### src/aimp_pkg.sv
// constants, types and helpers for analog input measure processing
// assumes a 40 MHz system clock and a 32-bit apb register bus
package aimp_pkg;

	localparam int AIMP_CH_N = 4;
	localparam int AIMP_ADDR_W = 12;

	// register byte offsets
	localparam logic [11:0] AIMP_OFF_CTRL = 12'h000;
	localparam logic [11:0] AIMP_OFF_STAT = 12'h004;
	localparam logic [4:0] AIMP_CH_REGION = 5'h02; // paddr[11:7] of the channel blocks
	localparam logic [4:0] AIMP_OFF_CFG = 5'h00;
	localparam logic [4:0] AIMP_OFF_THR = 5'h04;
	localparam logic [4:0] AIMP_OFF_USC = 5'h08;
	localparam logic [4:0] AIMP_OFF_ALIGN = 5'h0C;
	localparam logic [4:0] AIMP_OFF_MEAS = 5'h10;
	localparam logic [4:0] AIMP_OFF_FLAG = 5'h14;

	// field positions
	localparam int AIMP_CTRL_FAST_BIT = 0;
	localparam int AIMP_CTRL_USE_LSB = 4;
	localparam int AIMP_CFG_RNG_LSB = 0;
	localparam int AIMP_CFG_FILT_LSB = 4;
	localparam int AIMP_CFG_OVF_BIT = 8;
	localparam int AIMP_HI_LSB = 16;
	localparam int AIMP_FLAG_OVER_BIT = 4;
	localparam int AIMP_FLAG_UNDER_BIT = 5;
	localparam int AIMP_FLAG_UTOL_BIT = 6;
	localparam int AIMP_FLAG_LTOL_BIT = 7;
	localparam int AIMP_FLAG_ALIGN_BIT = 8;

	// reset values
	localparam logic [3:0] AIMP_RST_USE = 4'hF;
	localparam logic [15:0] AIMP_RST_THR_UP = 16'h2AF8; // 11000
	localparam logic [15:0] AIMP_RST_THR_LO = 16'hFC18; // -1000
	localparam logic [15:0] AIMP_RST_USC_LO = 16'h0000;
	localparam logic [15:0] AIMP_RST_USC_HI = 16'h2710; // 10000

	// nominal span of standardized display
	localparam logic signed [15:0] AIMP_NOM_MAX = 16'sh2710; // +10000
	localparam logic signed [15:0] AIMP_NOM_MIN_BI = 16'shD8F0; // -10000
	localparam logic signed [15:0] AIMP_NOM_MIN_UNI = 16'sh0000;
	localparam logic signed [15:0] AIMP_ALIGN_MAX = 16'sh05DC; // 1500 counts

	// timing: one millisecond and the module cycle lengths
	localparam int AIMP_CLK_NS = 25;
	localparam int AIMP_MS_NS = 1000000;
	localparam int AIMP_MS_CYC = AIMP_MS_NS / AIMP_CLK_NS;
	localparam logic [3:0] AIMP_NORM_MS = 4'h5;
	localparam logic [3:0] AIMP_FAST_BASE_MS = 4'h1;

	// filter fixed point
	localparam int AIMP_FRAC = 8;
	localparam logic [2:0] AIMP_FILT_MAX = 3'h6;

	typedef enum logic [1:0] {RNG_UNI, RNG_BI, RNG_USER_UNI, RNG_USER_BI} aimp_range_t;
	typedef enum logic [2:0] {AREA_NOMINAL, AREA_UP_TOL, AREA_LO_TOL, AREA_OVER,
		AREA_UNDER} aimp_area_t;

	// clamp a wide signed value into 16 bits
	function automatic logic signed [15:0] aimp_sat16(input logic signed [35:0] v);
		if (v > 36'sh0_0000_7FFF)
			return 16'sh7FFF;
		else if (v < -36'sh0_0000_8000)
			return 16'sh8000;
		else
			return v[15:0];
	endfunction : aimp_sat16

	// number of channels marked in use
	function automatic logic [3:0] aimp_count(input logic [3:0] m);
		return {3'h0, m[0]} + {3'h0, m[1]} + {3'h0, m[2]} + {3'h0, m[3]};
	endfunction : aimp_count

endpackage : aimp_pkg

### src/aimp_main.sv
// measure processing for four analog input channels: scan timing,
// alignment, filtering, scaling, area flags and the apb register file
// assumes samples arrive on request from the converter path, and a
// well-behaved apb master; pins are synchronous to SYS_CLK
`timescale 1ns/1ps
`default_nettype none
// Overview of operation
// - above the upper threshold a value is in the overflow area and is flagged
// - below the lower threshold a value is in the underflow area and is flagged
// - between nominal maximum and upper threshold lies the upper tolerance area
// - between nominal minimum and lower threshold lies the lower tolerance area
// - upper and lower thresholds are separate writable integers per channel
// - standardized unipolar results run 0 to 10000 over the nominal range
// - standardized bipolar results run -10000 to 10000 over the nominal range
// - user format reports the lower scale limit at the range minimum
// - user format reports the upper limit at range maximum, linear between
// - user scale limits are signed 16-bit integers
// - filter output is alpha times last output plus one minus alpha times sample
// - selector 0 disables filtering, 1 to 6 raise alpha up to 0.992
// - the filter selector may be changed while running
// - filtering works in both normal and fast cycle
// - filter runs once per module cycle, 5 ms in normal mode
// - an alignment offset is added per channel; above 1500 counts it is refused
// - the alignment offset can be changed while running
// - each channel shows whether an alignment offset is applied
// - alignment leaves every other channel setting untouched
// - tolerance areas are detected whether or not overflow control is on
// - cycle lasts 5 ms normal, or 1 ms plus 1 ms per in-use channel fast
module aimp_main #(
	parameter int MS_CYCLES = aimp_pkg::AIMP_MS_CYC
) (
	input wire logic SYS_CLK,
	input wire logic RST_B,
	input wire logic PSEL,
	input wire logic PENABLE,
	input wire logic PWRITE,
	input wire logic [aimp_pkg::AIMP_ADDR_W-1:0] PADDR,
	input wire logic [31:0] PWDATA,
	output logic [31:0] PRDATA,
	output logic PREADY,
	output logic PSLVERR,
	output logic SMP_REQ,
	output logic [1:0] SMP_CHAN,
	input wire logic RAW_VALID,
	input wire logic signed [15:0] RAW_DATA,
	output logic MEAS_VALID,
	output logic [1:0] MEAS_CHAN,
	output logic signed [15:0] MEAS_DATA,
	output logic [2:0] MEAS_AREA,
	output logic MEAS_OVER,
	output logic MEAS_UNDER,
	output logic CYCLE_START
);
	import aimp_pkg::*;

	typedef enum logic [1:0] {SCAN_IDLE, SCAN_SEL, SCAN_WAIT, SCAN_STORE} aimp_scan_t;

	// configuration and per-channel storage
	logic fast_ff;
	logic [3:0] use_ff;
	logic [3:0] rej_ff;
	logic [1:0] rng_ff [AIMP_CH_N];
	logic [2:0] filt_ff [AIMP_CH_N];
	logic ovf_en_ff [AIMP_CH_N];
	logic [15:0] thr_up_ff [AIMP_CH_N];
	logic [15:0] thr_lo_ff [AIMP_CH_N];
	logic [15:0] usc_lo_ff [AIMP_CH_N];
	logic [15:0] usc_hi_ff [AIMP_CH_N];
	logic [15:0] align_ff [AIMP_CH_N];
	logic [15:0] meas_ff [AIMP_CH_N];
	logic [2:0] area_ff [AIMP_CH_N];
	logic [23:0] fstate_ff [AIMP_CH_N];
	logic [3:0] primed_ff;
	logic [31:0] prdata_ff;

	// scan and timing state
	aimp_scan_t scan_ff;
	logic [1:0] ch_ff;
	logic [31:0] ms_cnt_ff;
	logic [3:0] cyc_ms_ff;
	logic signed [15:0] filt_out_ff;
	logic meas_valid_ff;
	logic [1:0] meas_chan_ff;
	logic [15:0] meas_data_ff;
	logic [2:0] meas_area_ff;
	logic meas_over_ff;
	logic meas_under_ff;

	// apb decode
	wire logic setup = PSEL && !PENABLE;
	wire logic access = PSEL && PENABLE;
	wire logic wr = access && PWRITE;
	wire logic ch_region = (PADDR[11:7] == AIMP_CH_REGION);
	wire logic [1:0] bus_ch = PADDR[6:5];
	wire logic [4:0] ch_off = PADDR[4:0];
	wire logic hit_ctrl = (PADDR == AIMP_OFF_CTRL);
	wire logic hit_stat = (PADDR == AIMP_OFF_STAT);
	wire logic hit_cfg = ch_region && (ch_off == AIMP_OFF_CFG);
	wire logic hit_thr = ch_region && (ch_off == AIMP_OFF_THR);
	wire logic hit_usc = ch_region && (ch_off == AIMP_OFF_USC);
	wire logic hit_align = ch_region && (ch_off == AIMP_OFF_ALIGN);
	wire logic hit_meas = ch_region && (ch_off == AIMP_OFF_MEAS);
	wire logic hit_flag = ch_region && (ch_off == AIMP_OFF_FLAG);
	wire logic addr_ok = hit_ctrl || hit_stat || hit_cfg || hit_thr || hit_usc ||
		hit_align || hit_meas || hit_flag;

	// alignment bound check on the write data
	wire logic signed [15:0] align_wr = PWDATA[15:0];
	wire logic align_bad = (align_wr > AIMP_ALIGN_MAX) || (align_wr < -AIMP_ALIGN_MAX);
	wire logic align_take = wr && hit_align && !align_bad;
	wire logic align_refuse = wr && hit_align && align_bad;
	wire logic [2:0] filt_wr = PWDATA[AIMP_CFG_FILT_LSB +: 3];

	// register read mux, sampled in the setup phase
	wire logic [31:0] flag_word = {23'h0, (align_ff[bus_ch] != 16'h0),
		area_ff[bus_ch] == AREA_LO_TOL, area_ff[bus_ch] == AREA_UP_TOL,
		ovf_en_ff[bus_ch] && area_ff[bus_ch] == AREA_UNDER,
		ovf_en_ff[bus_ch] && area_ff[bus_ch] == AREA_OVER, 1'b0, area_ff[bus_ch]};
	wire logic [31:0] rd_mux = hit_ctrl ? {24'h0, use_ff, 3'h0, fast_ff} :
		hit_stat ? {28'h0, rej_ff} :
		hit_cfg ? {23'h0, ovf_en_ff[bus_ch], 1'b0, filt_ff[bus_ch], 2'h0, rng_ff[bus_ch]} :
		hit_thr ? {thr_up_ff[bus_ch], thr_lo_ff[bus_ch]} :
		hit_usc ? {usc_hi_ff[bus_ch], usc_lo_ff[bus_ch]} :
		hit_align ? {{16{align_ff[bus_ch][15]}}, align_ff[bus_ch]} :
		hit_meas ? {{16{meas_ff[bus_ch][15]}}, meas_ff[bus_ch]} :
		hit_flag ? flag_word : 32'h0;

	// module cycle: millisecond prescaler, then cycle length in ms
	wire logic ms_tick = (ms_cnt_ff == 32'(MS_CYCLES - 1));
	wire logic [3:0] cyc_len = fast_ff ? AIMP_FAST_BASE_MS + aimp_count(use_ff) :
		AIMP_NORM_MS;
	wire logic cyc_end = ms_tick && (cyc_ms_ff >= cyc_len - 4'h1);
	wire logic [3:0] scope = fast_ff ? use_ff : 4'hF;
	wire logic last_ch = (ch_ff == 2'h3);

	// datapath for the channel being scanned
	wire logic signed [35:0] aligned_w = 36'(RAW_DATA) + 36'($signed(align_ff[ch_ff]));
	wire logic signed [15:0] aligned = aimp_sat16(aligned_w);
	wire logic signed [23:0] nxt_fstate;
	wire logic signed [15:0] filt_y;
	wire logic signed [15:0] scaled;
	wire logic [2:0] area;
	wire logic take_raw = (scan_ff == SCAN_WAIT) && RAW_VALID;

	aimp_filter u_filter (
		.x(aligned),
		.state(fstate_ff[ch_ff]),
		.sel(filt_ff[ch_ff]),
		.primed(primed_ff[ch_ff]),
		.nxt_state(nxt_fstate),
		.y(filt_y)
	);

	aimp_scale u_scale (
		.val(filt_out_ff),
		.rng(rng_ff[ch_ff]),
		.usc_lo(usc_lo_ff[ch_ff]),
		.usc_hi(usc_hi_ff[ch_ff]),
		.thr_up(thr_up_ff[ch_ff]),
		.thr_lo(thr_lo_ff[ch_ff]),
		.scaled(scaled),
		.area(area)
	);

	// scan sequencer next state
	aimp_scan_t nxt_scan;
	always_comb begin
		nxt_scan = scan_ff;
		unique case (scan_ff)
			SCAN_IDLE: if (cyc_end) nxt_scan = SCAN_SEL;
			SCAN_SEL: if (scope[ch_ff]) nxt_scan = SCAN_WAIT;
				else if (last_ch) nxt_scan = SCAN_IDLE;
			SCAN_WAIT: if (RAW_VALID) nxt_scan = SCAN_STORE;
			SCAN_STORE: nxt_scan = last_ch ? SCAN_IDLE : SCAN_SEL;
		endcase
	end

	// apb handshake; no wait states
	assign PREADY = 1'b1;
	assign PSLVERR = access && (!addr_ok || align_refuse);
	assign PRDATA = prdata_ff;
	assign SMP_REQ = (scan_ff == SCAN_SEL) && scope[ch_ff];
	assign SMP_CHAN = ch_ff;
	assign CYCLE_START = cyc_end;
	assign MEAS_VALID = meas_valid_ff;
	assign MEAS_CHAN = meas_chan_ff;
	assign MEAS_DATA = meas_data_ff;
	assign MEAS_AREA = meas_area_ff;
	assign MEAS_OVER = meas_over_ff;
	assign MEAS_UNDER = meas_under_ff;

	// global control and refusal status; a new refusal beats a clear
	always_ff @(posedge SYS_CLK or negedge RST_B) begin
		if (!RST_B) begin
			fast_ff <= 1'b0;
			use_ff <= AIMP_RST_USE;
			rej_ff <= 4'h0;
			prdata_ff <= 32'h0;
		end else begin
			if (wr && hit_ctrl) begin
				fast_ff <= PWDATA[AIMP_CTRL_FAST_BIT];
				use_ff <= PWDATA[AIMP_CTRL_USE_LSB +: 4];
			end
			rej_ff <= (rej_ff & ~((wr && hit_stat) ? PWDATA[3:0] : 4'h0)) |
				(align_refuse ? (4'h1 << bus_ch) : 4'h0);
			if (setup)
				prdata_ff <= rd_mux;
		end
	end

	// per-channel configuration; each field written only by its own register
	always_ff @(posedge SYS_CLK or negedge RST_B) begin
		if (!RST_B) begin
			for (int i = 0; i < AIMP_CH_N; i++) begin
				rng_ff[i] <= RNG_UNI;
				filt_ff[i] <= 3'h0;
				ovf_en_ff[i] <= 1'b1;
				thr_up_ff[i] <= AIMP_RST_THR_UP;
				thr_lo_ff[i] <= AIMP_RST_THR_LO;
				usc_lo_ff[i] <= AIMP_RST_USC_LO;
				usc_hi_ff[i] <= AIMP_RST_USC_HI;
				align_ff[i] <= 16'h0;
			end
		end else begin
			if (wr && hit_cfg) begin
				rng_ff[bus_ch] <= PWDATA[AIMP_CFG_RNG_LSB +: 2];
				filt_ff[bus_ch] <= filt_wr;
				ovf_en_ff[bus_ch] <= PWDATA[AIMP_CFG_OVF_BIT];
			end
			if (wr && hit_thr) begin
				thr_up_ff[bus_ch] <= PWDATA[AIMP_HI_LSB +: 16];
				thr_lo_ff[bus_ch] <= PWDATA[15:0];
			end
			if (wr && hit_usc) begin
				usc_hi_ff[bus_ch] <= PWDATA[AIMP_HI_LSB +: 16];
				usc_lo_ff[bus_ch] <= PWDATA[15:0];
			end
			if (align_take)
				align_ff[bus_ch] <= align_wr;
		end
	end

	// filter history; re-enabling from selector 0 drops the old history
	always_ff @(posedge SYS_CLK or negedge RST_B) begin
		if (!RST_B) begin
			primed_ff <= 4'h0;
			for (int i = 0; i < AIMP_CH_N; i++)
				fstate_ff[i] <= 24'h0;
		end else begin
			if (take_raw) begin
				fstate_ff[ch_ff] <= nxt_fstate;
				primed_ff[ch_ff] <= 1'b1;
			end
			if (wr && hit_cfg && filt_ff[bus_ch] == 3'h0 && filt_wr != 3'h0)
				primed_ff[bus_ch] <= 1'b0;
		end
	end

	// cycle timer; one filter step per scanned channel per cycle
	always_ff @(posedge SYS_CLK or negedge RST_B) begin
		if (!RST_B) begin
			ms_cnt_ff <= 32'h0;
			cyc_ms_ff <= 4'h0;
		end else begin
			ms_cnt_ff <= ms_tick ? 32'h0 : ms_cnt_ff + 32'h1;
			if (cyc_end)
				cyc_ms_ff <= 4'h0;
			else if (ms_tick)
				cyc_ms_ff <= cyc_ms_ff + 4'h1;
		end
	end

	// scan sequencer; a late converter makes the next start be skipped
	always_ff @(posedge SYS_CLK or negedge RST_B) begin
		if (!RST_B) begin
			scan_ff <= SCAN_IDLE;
			ch_ff <= 2'h0;
			filt_out_ff <= 16'sh0;
		end else begin
			scan_ff <= nxt_scan;
			if (scan_ff == SCAN_IDLE)
				ch_ff <= 2'h0;
			else if ((scan_ff == SCAN_SEL && !scope[ch_ff] && !last_ch) ||
				(scan_ff == SCAN_STORE && !last_ch))
				ch_ff <= ch_ff + 2'h1;
			if (take_raw)
				filt_out_ff <= filt_y;
		end
	end

	// results: held per channel for software, and pulsed to the application
	always_ff @(posedge SYS_CLK or negedge RST_B) begin
		if (!RST_B) begin
			for (int i = 0; i < AIMP_CH_N; i++) begin
				meas_ff[i] <= 16'h0;
				area_ff[i] <= AREA_NOMINAL;
			end
			meas_valid_ff <= 1'b0;
			meas_chan_ff <= 2'h0;
			meas_data_ff <= 16'h0;
			meas_area_ff <= AREA_NOMINAL;
			meas_over_ff <= 1'b0;
			meas_under_ff <= 1'b0;
		end else begin
			meas_valid_ff <= (scan_ff == SCAN_STORE);
			if (scan_ff == SCAN_STORE) begin
				meas_ff[ch_ff] <= scaled;
				area_ff[ch_ff] <= area;
				meas_chan_ff <= ch_ff;
				meas_data_ff <= scaled;
				meas_area_ff <= area;
				meas_over_ff <= ovf_en_ff[ch_ff] && (area == AREA_OVER);
				meas_under_ff <= ovf_en_ff[ch_ff] && (area == AREA_UNDER);
			end
		end
	end
endmodule : aimp_main
`default_nettype wire

### src/aimp_filter.sv
// first-order recursive filter step for one channel sample
// purely combinational; the caller holds the state per channel
`timescale 1ns/1ps
`default_nettype none
module aimp_filter (
	input wire logic signed [15:0] x,
	input wire logic signed [23:0] state,
	input wire logic [2:0] sel,
	input wire logic primed,
	output logic signed [23:0] nxt_state,
	output logic signed [15:0] y
);
	import aimp_pkg::*;

	// alpha = 1 - 2^-k, so selector 1..6 gives 0.75 .. 0.992
	wire logic [2:0] sel_c = (sel > AIMP_FILT_MAX) ? AIMP_FILT_MAX : sel;
	wire logic [3:0] k = {1'b0, sel_c} + 4'h1;
	wire logic signed [24:0] x_fix = 25'(x) <<< AIMP_FRAC;
	wire logic signed [24:0] diff = x_fix - 25'(state);
	wire logic signed [24:0] half = 25'sh1 <<< (k - 4'h1);
	wire logic signed [24:0] step = (diff + half) >>> k;
	wire logic signed [24:0] blend = 25'(state) + step;
	wire logic signed [24:0] rnd = 25'(nxt_state) + 25'sh80; // nearest integer count

	// no history yet or filtering off: the sample passes straight through
	assign nxt_state = (sel_c == 3'h0 || !primed) ? x_fix[23:0] : blend[23:0];
	assign y = aimp_sat16(36'(rnd >>> AIMP_FRAC));
endmodule : aimp_filter
`default_nettype wire

### src/aimp_scale.sv
// area classification and rescaling of a filtered standardized value
// combinational; limits arrive already registered from the caller
`timescale 1ns/1ps
`default_nettype none
module aimp_scale (
	input wire logic signed [15:0] val,
	input wire logic [1:0] rng,
	input wire logic signed [15:0] usc_lo,
	input wire logic signed [15:0] usc_hi,
	input wire logic signed [15:0] thr_up,
	input wire logic signed [15:0] thr_lo,
	output logic signed [15:0] scaled,
	output logic [2:0] area
);
	import aimp_pkg::*;

	wire logic bipolar = (rng == RNG_BI) || (rng == RNG_USER_BI);
	wire logic user = (rng == RNG_USER_UNI) || (rng == RNG_USER_BI);
	wire logic signed [15:0] nom_min = bipolar ? AIMP_NOM_MIN_BI : AIMP_NOM_MIN_UNI;
	wire logic signed [17:0] span = 18'(AIMP_NOM_MAX) - 18'(nom_min);
	wire logic signed [17:0] rel = 18'(val) - 18'(nom_min);
	wire logic signed [17:0] ugap = 18'(usc_hi) - 18'(usc_lo);
	wire logic signed [35:0] prod = 36'(rel) * 36'(ugap);
	wire logic signed [35:0] user_val = 36'(usc_lo) + prod / 36'(span);

	// user formats map the nominal span linearly onto the user limits
	assign scaled = user ? aimp_sat16(user_val) : val;

	// threshold tests first; tolerance bands always reported
	assign area = (val > thr_up) ? AREA_OVER :
		(val < thr_lo) ? AREA_UNDER :
		(val > AIMP_NOM_MAX) ? AREA_UP_TOL :
		(val < nom_min) ? AREA_LO_TOL : AREA_NOMINAL;
endmodule : aimp_scale
`default_nettype wire

### config.mk
export PLATFORM = sky130hd
export DESIGN_NAME = aimp_main
export DESIGN_NICKNAME = d
export VERILOG_FILES = /design/src/aimp_pkg.sv /design/src/aimp_main.sv /design/src/aimp_filter.sv /design/src/aimp_scale.sv
export SDC_FILE = /design/constraint.sdc
export NUM_CORES = 2
export LEC_CHECK = 0
export BUFFER_PORTS_ARGS = -buffer_cell sky130_fd_sc_hd__buf_2
export CORE_MARGIN = 8
export CORE_UTILIZATION = 39
export DETAILED_ROUTE_END_ITERATION = 16
export PLACE_DENSITY = 0.56
export SLEW_MARGIN = 5
export SYNTH_ARGS = -nofsm -noshare
export SYNTH_HDL_FRONTEND = slang
export SYNTH_SLANG_ARGS = --single-unit
### constraint.sdc
create_clock -name SYS_CLK -period 101.6 [get_ports SYS_CLK]
set_input_delay 20.32 -clock SYS_CLK [delete_from_list [all_inputs] [get_ports SYS_CLK]]
set_output_delay 20.32 -clock SYS_CLK [all_outputs]
set_load 0.005 [all_outputs]
# After elaboration in Yosys (flattened, before gate mapping)
# Index checks and enable logic that the tools add are counted.
dict set report totals {
  regBits 641
}
dict set report op_classes {
  addsub 19
  n_eq_ne 24
  shifts 3
  n_bitwise 8
  order_cmp 22
  multipliers 1
  muxes 129
  div 1
  reduce_logical 63
}
# operator n
set op_table {}
lappend op_table {{$mux 16} 32}
lappend op_table {{$bwmux 64} 6}
lappend op_table {{$bmux 16 s2} 11}
lappend op_table {{$mux 32} 8}
lappend op_table {{$bwmux 96} 1}
lappend op_table {{$mux 24} 4}
lappend op_table {{$demux 16 s2} 2}
lappend op_table {{$bmux 24 s2} 1}
lappend op_table {{$demux 24 s2} 1}
lappend op_table {{$add 16x36->36} 1}
lappend op_table {{$div 36x36->36} 1}
lappend op_table {{$gt 36x16->1 const B} 1}
lappend op_table {{$lt 36x16->1 const B} 1}
lappend op_table {{$mux 3} 12}
lappend op_table {{$gt 17x16->1 const B} 2}
lappend op_table {{$logic_and 1x1->1} 34}
lappend op_table {{$lt 17x16->1 const B} 2}
lappend op_table {{$mul 17x17->34} 1}
lappend op_table {{$sub 16x16->17} 2}
lappend op_table {{$add 32x1->32 const B} 1}
lappend op_table {{$eq 32x16->1 const B} 1}
lappend op_table {{$lt 16x16->1} 2}
lappend op_table {{$mux 4} 8}
lappend op_table {{$add 24x9->25 const B} 1}
lappend op_table {{other kinds (65)} 134}

# Depth between registers and ports, before layout
dict set report depth {
  word_depth 17
  ltp_mapped 382
  mapped_depth_nobuf 339
}

# Modules after synthesis
# From an unflattened synthesis, not the netlist that was laid out.
dict set report unflattened {
  hier_cells 8335
  hier_area_um2 75708.9
}
# mod area_per_inst_um2 cells_per_inst n_inst
set modules_own_cells {}
lappend modules_own_cells {aimp_scale 38956.1 5404 1}
lappend modules_own_cells {aimp_main 31878.1 2239 1}
lappend modules_own_cells {aimp_filter 4874.7 692 1}

# Least setup slack after synthesis
# No wires, ideal clock.
dict set report synth_timing {
  path_kind {register to register}
  from {register ch_ff[0] (netlist: SMP_CHAN[0])}
  to {register meas_ff[15] in the netlist's numbering}
  t_arrival_ns 74.318
  path_slack_ns 27.193
  period_less_slack_ns 74.407
  required_ns 101.512
  setup_ns 0.088
  n_path_buf 46
  stages_incl_launch_ff 347
  path_cell_list {dfrtp_1 clkbuf_1 mux4_2 inv_1 fa_1 a21oi_1 nor2b_1 nor4_1 nand2b_1 a21oi_1 o21ai_0 a211o_1 mux2i_1 clkbuf_1 nand2_1 inv_1 fa_1 fa_1 (+311 left out) o21a_1 o21ai_0 nand2b_1 a21oi_1 nor2b_1 o21a_1 o21a_1 o21a_1 nor3_1 nor2_1 or4_1 or4_1 or4_1 or4_1 clkbuf_4 buf_6 a211o_2 a41oi_1}
}
dict set report synth_via {
  elab_chain_len 16
  word_cells_on_any_way 33
}
# element line
set synth_lines {}
lappend synth_lines {{start, declared} aimp_main.sv:78} ;# logic [1:0] ch_ff;
lappend synth_lines {{start signal, assigned} aimp_main.sv:285} ;# ch_ff <= ch_ff + 2'h1;
lappend synth_lines {{$not 2->3 (implied by the code) (*)} -}
lappend synth_lines {{$bmux 2 s2} aimp_main.sv:156} ;# .rng(rng_ff[ch_ff]),
lappend synth_lines {{$mux 2 (implied by the code) (2 in series)} aimp_main.sv:156}
lappend synth_lines {{$eq 2x1->1 or $eq 2x2->1 (tied branches)} {aimp_scale.sv:17, aimp_scale.sv:18}}
lappend synth_lines {{$logic_or 1x1->1} aimp_scale.sv:17} ;# wire logic bipolar = (rng == RNG_BI) || (rng == RNG_USER_BI);
lappend synth_lines {{$mux 16} aimp_scale.sv:19} ;# wire logic signed [15:0] nom_min = bipolar ? AIMP_NOM_MIN_BI : AIMP_NOM_MIN_UNI;
lappend synth_lines {{$sub 16x16->17} aimp_scale.sv:21} ;# wire logic signed [17:0] rel = 18'(val) - 18'(nom_min);
lappend synth_lines {{$mul 17x17->34} aimp_scale.sv:23} ;# wire logic signed [35:0] prod = 36'(rel) * 36'(ugap);
lappend synth_lines {{$div 36x36->36} aimp_scale.sv:24} ;# wire logic signed [35:0] user_val = 36'(usc_lo) + prod / 36'(span);
lappend synth_lines {{$add 16x36->36} aimp_scale.sv:24}
lappend synth_lines {{$lt 36x16->1} aimp_pkg.sv:64} ;# else if (v < -36'sh0_0000_8000)
lappend synth_lines {{$mux 16} aimp_pkg.sv:64}
lappend synth_lines {{$mux 16} aimp_pkg.sv:62} ;# if (v > 36'sh0_0000_7FFF)
lappend synth_lines {{$mux 16} aimp_scale.sv:27} ;# assign scaled = user ? aimp_sat16(user_val) : val;
lappend synth_lines {{$bwmux 64 (*)} aimp_main.sv:307} ;# meas_ff[ch_ff] <= scaled;
lappend synth_lines {{end signal, assigned by index} aimp_main.sv:307}
lappend synth_lines {{end, declared} aimp_main.sv:70} ;# logic [15:0] meas_ff [AIMP_CH_N];
# Mark *: on every way between the ends. The rest lies on a longest branch, timed or not. The select of a mux whose other input is x is not followed.
# A chain may end at the register's enable or synchronous reset.

# Worst setup path in the final report
dict set report layout_timing {
  from {register ch_ff[0] (netlist: SMP_CHAN[0])}
  to {register meas_ff[56] in the netlist's numbering}
}
# The elaborated chain is that of the path after synthesis.

==> flow_results.xml <==
<?xml version="1.0" encoding="UTF-8"?>
<metrics>
  <group name="cells_and_area">
    <metric name="final.fill_count" unit="">18471</metric>
    <metric name="areaGrowthSynthToFinish" unit="%">6.538</metric>
    <metric name="share_of_post_route_cells_with_drive_strength_above_1" unit="">0.1680</metric>
    <metric name="final_nets" unit="">8705</metric>
  </group>
  <group name="setup_path">
    <metric name="slowest_stage_cell_cp" unit="">xor2_1</metric>
    <metric name="cp_max_fo" unit="">74</metric>
    <metric name="startpoint" unit="">SMP_CHAN[0]$_DFFE_PN0P_</metric>
    <metric name="crit_type" unit="">flop to flop</metric>
    <metric name="critPathMaxStageDelay" unit="ns">0.94</metric>
    <metric name="critical_path_arrival" unit="ns">86.51</metric>
    <metric name="critical_path.most_common_cell" unit="">o21a_1</metric>
    <metric name="rr_startpoint" unit="">SMP_CHAN[0]$_DFFE_PN0P_</metric>
    <metric name="required_time_of_the_critical_path" unit="ns">102.11</metric>
    <metric name="worst_setup_path_start_kind" unit="">flop</metric>
    <metric name="worstSetupEndpointType" unit="">flop</metric>
  </group>
  <group name="place">
    <metric name="dp.final_hpwl" unit="mm">185.4</metric>
    <metric name="place.gp.congestion" unit="">0.9414</metric>
    <metric name="port_buffers" unit="">126</metric>
  </group>
  <group name="clock_network">
    <metric name="cts.clk_slew.worst_paths" unit="ns">0.07</metric>
    <metric name="clock-root-buffer" unit="">clkbuf_16</metric>
    <metric name="cts_tree" unit="">yes</metric>
    <metric name="tritoncts.num_buffers" unit="">59</metric>
    <metric name="post-cts-setup-buffer-count" unit="">0</metric>
    <metric name="clock_insertion_delay_worst_skew" unit="ns">0.66</metric>
    <metric name="cts_resized" unit="">0</metric>
    <metric name="clock_tree.htree_level_count" unit="">2</metric>
    <metric name="clk_path_buf_depth" unit="">3</metric>
    <metric name="cts.hold.buffers_added" unit="">0</metric>
    <metric name="numClockSinks" unit="">641</metric>
  </group>
  <group name="logic_synthesis">
    <metric name="syn-num-nets" unit="">8767</metric>
    <metric name="yosys.area.top_type" unit="">dfrtp_1</metric>
    <metric name="postSynthRegisterBits" unit="">641</metric>
    <metric name="synth.area.top_cells" unit="">dfrtp_1, fa_1, ha_1</metric>
    <metric name="synthMostInstantiatedCell" unit="">nand2_1</metric>
    <metric name="ys_dominant_reg_cell" unit="">dfrtp_1</metric>
    <metric name="ys_async_rst_share" unit="">1.000</metric>
    <metric name="synth.avg_cell_area" unit="um^2">9.042</metric>
    <metric name="synth_commonest_cells" unit="">nand2_1, nor2_1, inv_1</metric>
    <metric name="yosysWarningCount" unit="">0</metric>
    <metric name="post_synth_inst_count" unit="">7977</metric>
    <metric name="synth_edf_count" unit="">0</metric>
    <metric name="ys_seq_area_frac" unit="">0.2240</metric>
    <metric name="synth.distinct_cells" unit="">176</metric>
    <metric name="netlist_area" unit="um^2">72130</metric>
    <metric name="synthDominantCellAreaShare" unit="">0.1905</metric>
  </group>
  <group name="min_path">
    <metric name="hp-start" unit="">meas_ff[25]$_DFFE_PN0P_</metric>
    <metric name="holdCritPathClass" unit="">flop to flop</metric>
  </group>
  <group name="drt">
    <metric name="vias" unit="">61404</metric>
    <metric name="wirelength_routed" unit="mm">240.2</metric>
    <metric name="drtPass1Iterations" unit="">6</metric>
    <metric name="post_drt_wl_per_cell" unit="um">22.99</metric>
    <metric name="detailedRoute.firstIterationViolations" unit="">4679</metric>
    <metric name="route.detailed.vias_per_inst" unit="">5.877</metric>
    <metric name="antenna_violating_nets_post_route" unit="">0</metric>
    <metric name="drc" unit="">0</metric>
  </group>
  <group name="grt">
    <metric name="maximum_number_of_pins_on_one_net_before_global_route_repair" unit="">167</metric>
    <metric name="grt_use_total" unit="">0.2331</metric>
    <metric name="grt_pass1_wl" unit="mm">371.4</metric>
    <metric name="grt-ovfl-total" unit="">0</metric>
    <metric name="antenna_found_initial" unit="">10</metric>
    <metric name="vias_in_the_first_global_route" unit="">60562</metric>
  </group>
  <group name="sta">
    <metric name="total_negative_setup_slacks" unit="ns">0</metric>
    <metric name="finalClockSkew" unit="ns">0.03695</metric>
    <metric name="clock.fmax" unit="MHz">11.63</metric>
    <metric name="hold_violations" unit="">0</metric>
    <metric name="final_period_minus_worst_setup_slack" unit="ns">86.00</metric>
    <metric name="slew_violations" unit="">0</metric>
    <metric name="finalCritPeriodShare" unit="">0.8464</metric>
    <metric name="rsz_0062_raised_after_global_routing" unit="">no</metric>
    <metric name="worst_pin_slew" unit="ns">1.259</metric>
    <metric name="slew_headroom" unit="">0.1565</metric>
    <metric name="report.final.setup_viol" unit="">0</metric>
  </group>
  <group name="status">
    <metric name="status" unit="">finished clean</metric>
  </group>
  <group name="floorplanning">
    <metric name="design.portCount" unit="">128</metric>
    <metric name="die_height" unit="um">446.1</metric>
    <metric name="die-area" unit="um^2">199000</metric>
    <metric name="std_cell_rows" unit="">158</metric>
    <metric name="initial_core_util" unit="">0.3906</metric>
    <metric name="die_w" unit="um">446.1</metric>
    <metric name="core-area" unit="um^2">184600</metric>
  </group>
  <group name="job">
    <metric name="maxCapViolations" unit="">0</metric>
  </group>
</metrics>
[state kept, by name, summed over array words and instances, names as in the netlist, 12 cells and up, named ones only]
signal,flops
MEAS_DATA,16
PRDATA,32
align_ff,64
area_ff,12
filt_ff,12
filt_out_ff,16
fstate_ff,96
meas_ff,64
ms_cnt_ff,32
thr_lo_ff,64
thr_up_ff,64
usc_hi_ff,64
usc_lo_ff,64
[cells by family after synthesis]
group                      after synthesis  share of synthesized area
and+or+nand+nor                       2672                     0.1839
AOI/OAI and AO/OA                     1760                     0.1697
buffers and inverters                  977                    0.06026
adders and majority gates              725                     0.1582
muxes                                  716                     0.1443
DFF                                    641                     0.2240
xor gates and xnor gates               484                    0.05959
other                                    2                  0.0001041
[metal layers]
metal | vias up | global-route usage | routed length [um]
li1 | 28458 | - | -
met3 | 347 | 0.02466 | 12640
met5 | - | 0 | 31
met1 | 30728 | 0.3113 | 104200
met4 | 4 | 0.07069 | 8557
met2 | 1867 | 0.3986 | 114800
[placed cells by master (no fill, tap or decap), drive strengths merged, types with 63 or more instances in the layout]
master	n
dfrtp	549
o21ai	395
xnor2	333
o31ai	99
xor2	150
a21o	82
a21oi	444
o211ai	63
clkbuf	79
nor2	637
dfstp	92
nand2b	82
nor2b	66
buf	231
fa	312
o21a	100
mux4	220
nand2	853
nor3	197
ha	412
a31oi	67
and3	67
or2	75
nand3	188
a211oi	81
or3	63
inv	619
and2	134
nand4	67
mux2i	133
nor4	75
mux2	363
[final timing paths]
| check | end | cells past startpoint | slack, ns |
|---|---|---|---|
| max | meas_ff[56]$_DFFE_PN0P_ | 324 | 15.60 |
| min | meas_ff[25]$_DFFE_PN0P_ | 2 | 0.47 |
| max reg2reg | meas_ff[56]$_DFFE_PN0P_ | 324 | 15.60 |
| min reg2reg | meas_ff[25]$_DFFE_PN0P_ | 2 | 0.47 |
| max in group asynchronous | rng_ff[3]$_DFFE_PN0P_ | 4 | 79.08 |
| min in group asynchronous | fstate_ff[4]$_DFFE_PN0P_ | 1 | 19.62 |
[critical path, delay by kind of cell, from the launching register on]
kind | cells | cell delay [ns]
DFF | 1 | 0.76
AOI/OAI and AO/OA | 150 | 36.85
muxes | 14 | 4.10
xor gates and xnor gates | 6 | 1.84
adders and majority gates | 34 | 12.39
buffers and inverters | 21 | 3.35
and+or+nand+nor | 99 | 26.27
[final cells by class]
type,count,area [um^2],share of cell area
Antenna cell,4,10.01,0.0001303
Sequential cell,641,16160,0.2103
Timing Repair Buffer,233,1483,0.01929
Inverter,621,2333,0.03037
Clock inverter,33,307.8,0.004005
Tap cell,2480,3103,0.04038
Clock buffer,78,1640,0.02135
Multi-Input combinational cell,6359,51800,0.6741
[metrics by stage]
stage	setup WS (ns)	instances	hold slack (ns)	utilization	cell area, um^2
final	15.60	10449	0.4741	0.4162	76850
after global placement	19.43	10333	0.4541	0.4055	74880
after global routing	9.289	10446	0.4908	0.4161	76840
after floorplan	27.19	7977	0.4379	-	72130
after CTS	16.78	10445	0.4743	0.4161	76830
after detailed placement	16.98	10334	0.4603	0.4056	74890
Power is left out: the tool's default activity adds up to more than one toggle a clock period on the data nets, which glitch-free logic cannot reach.
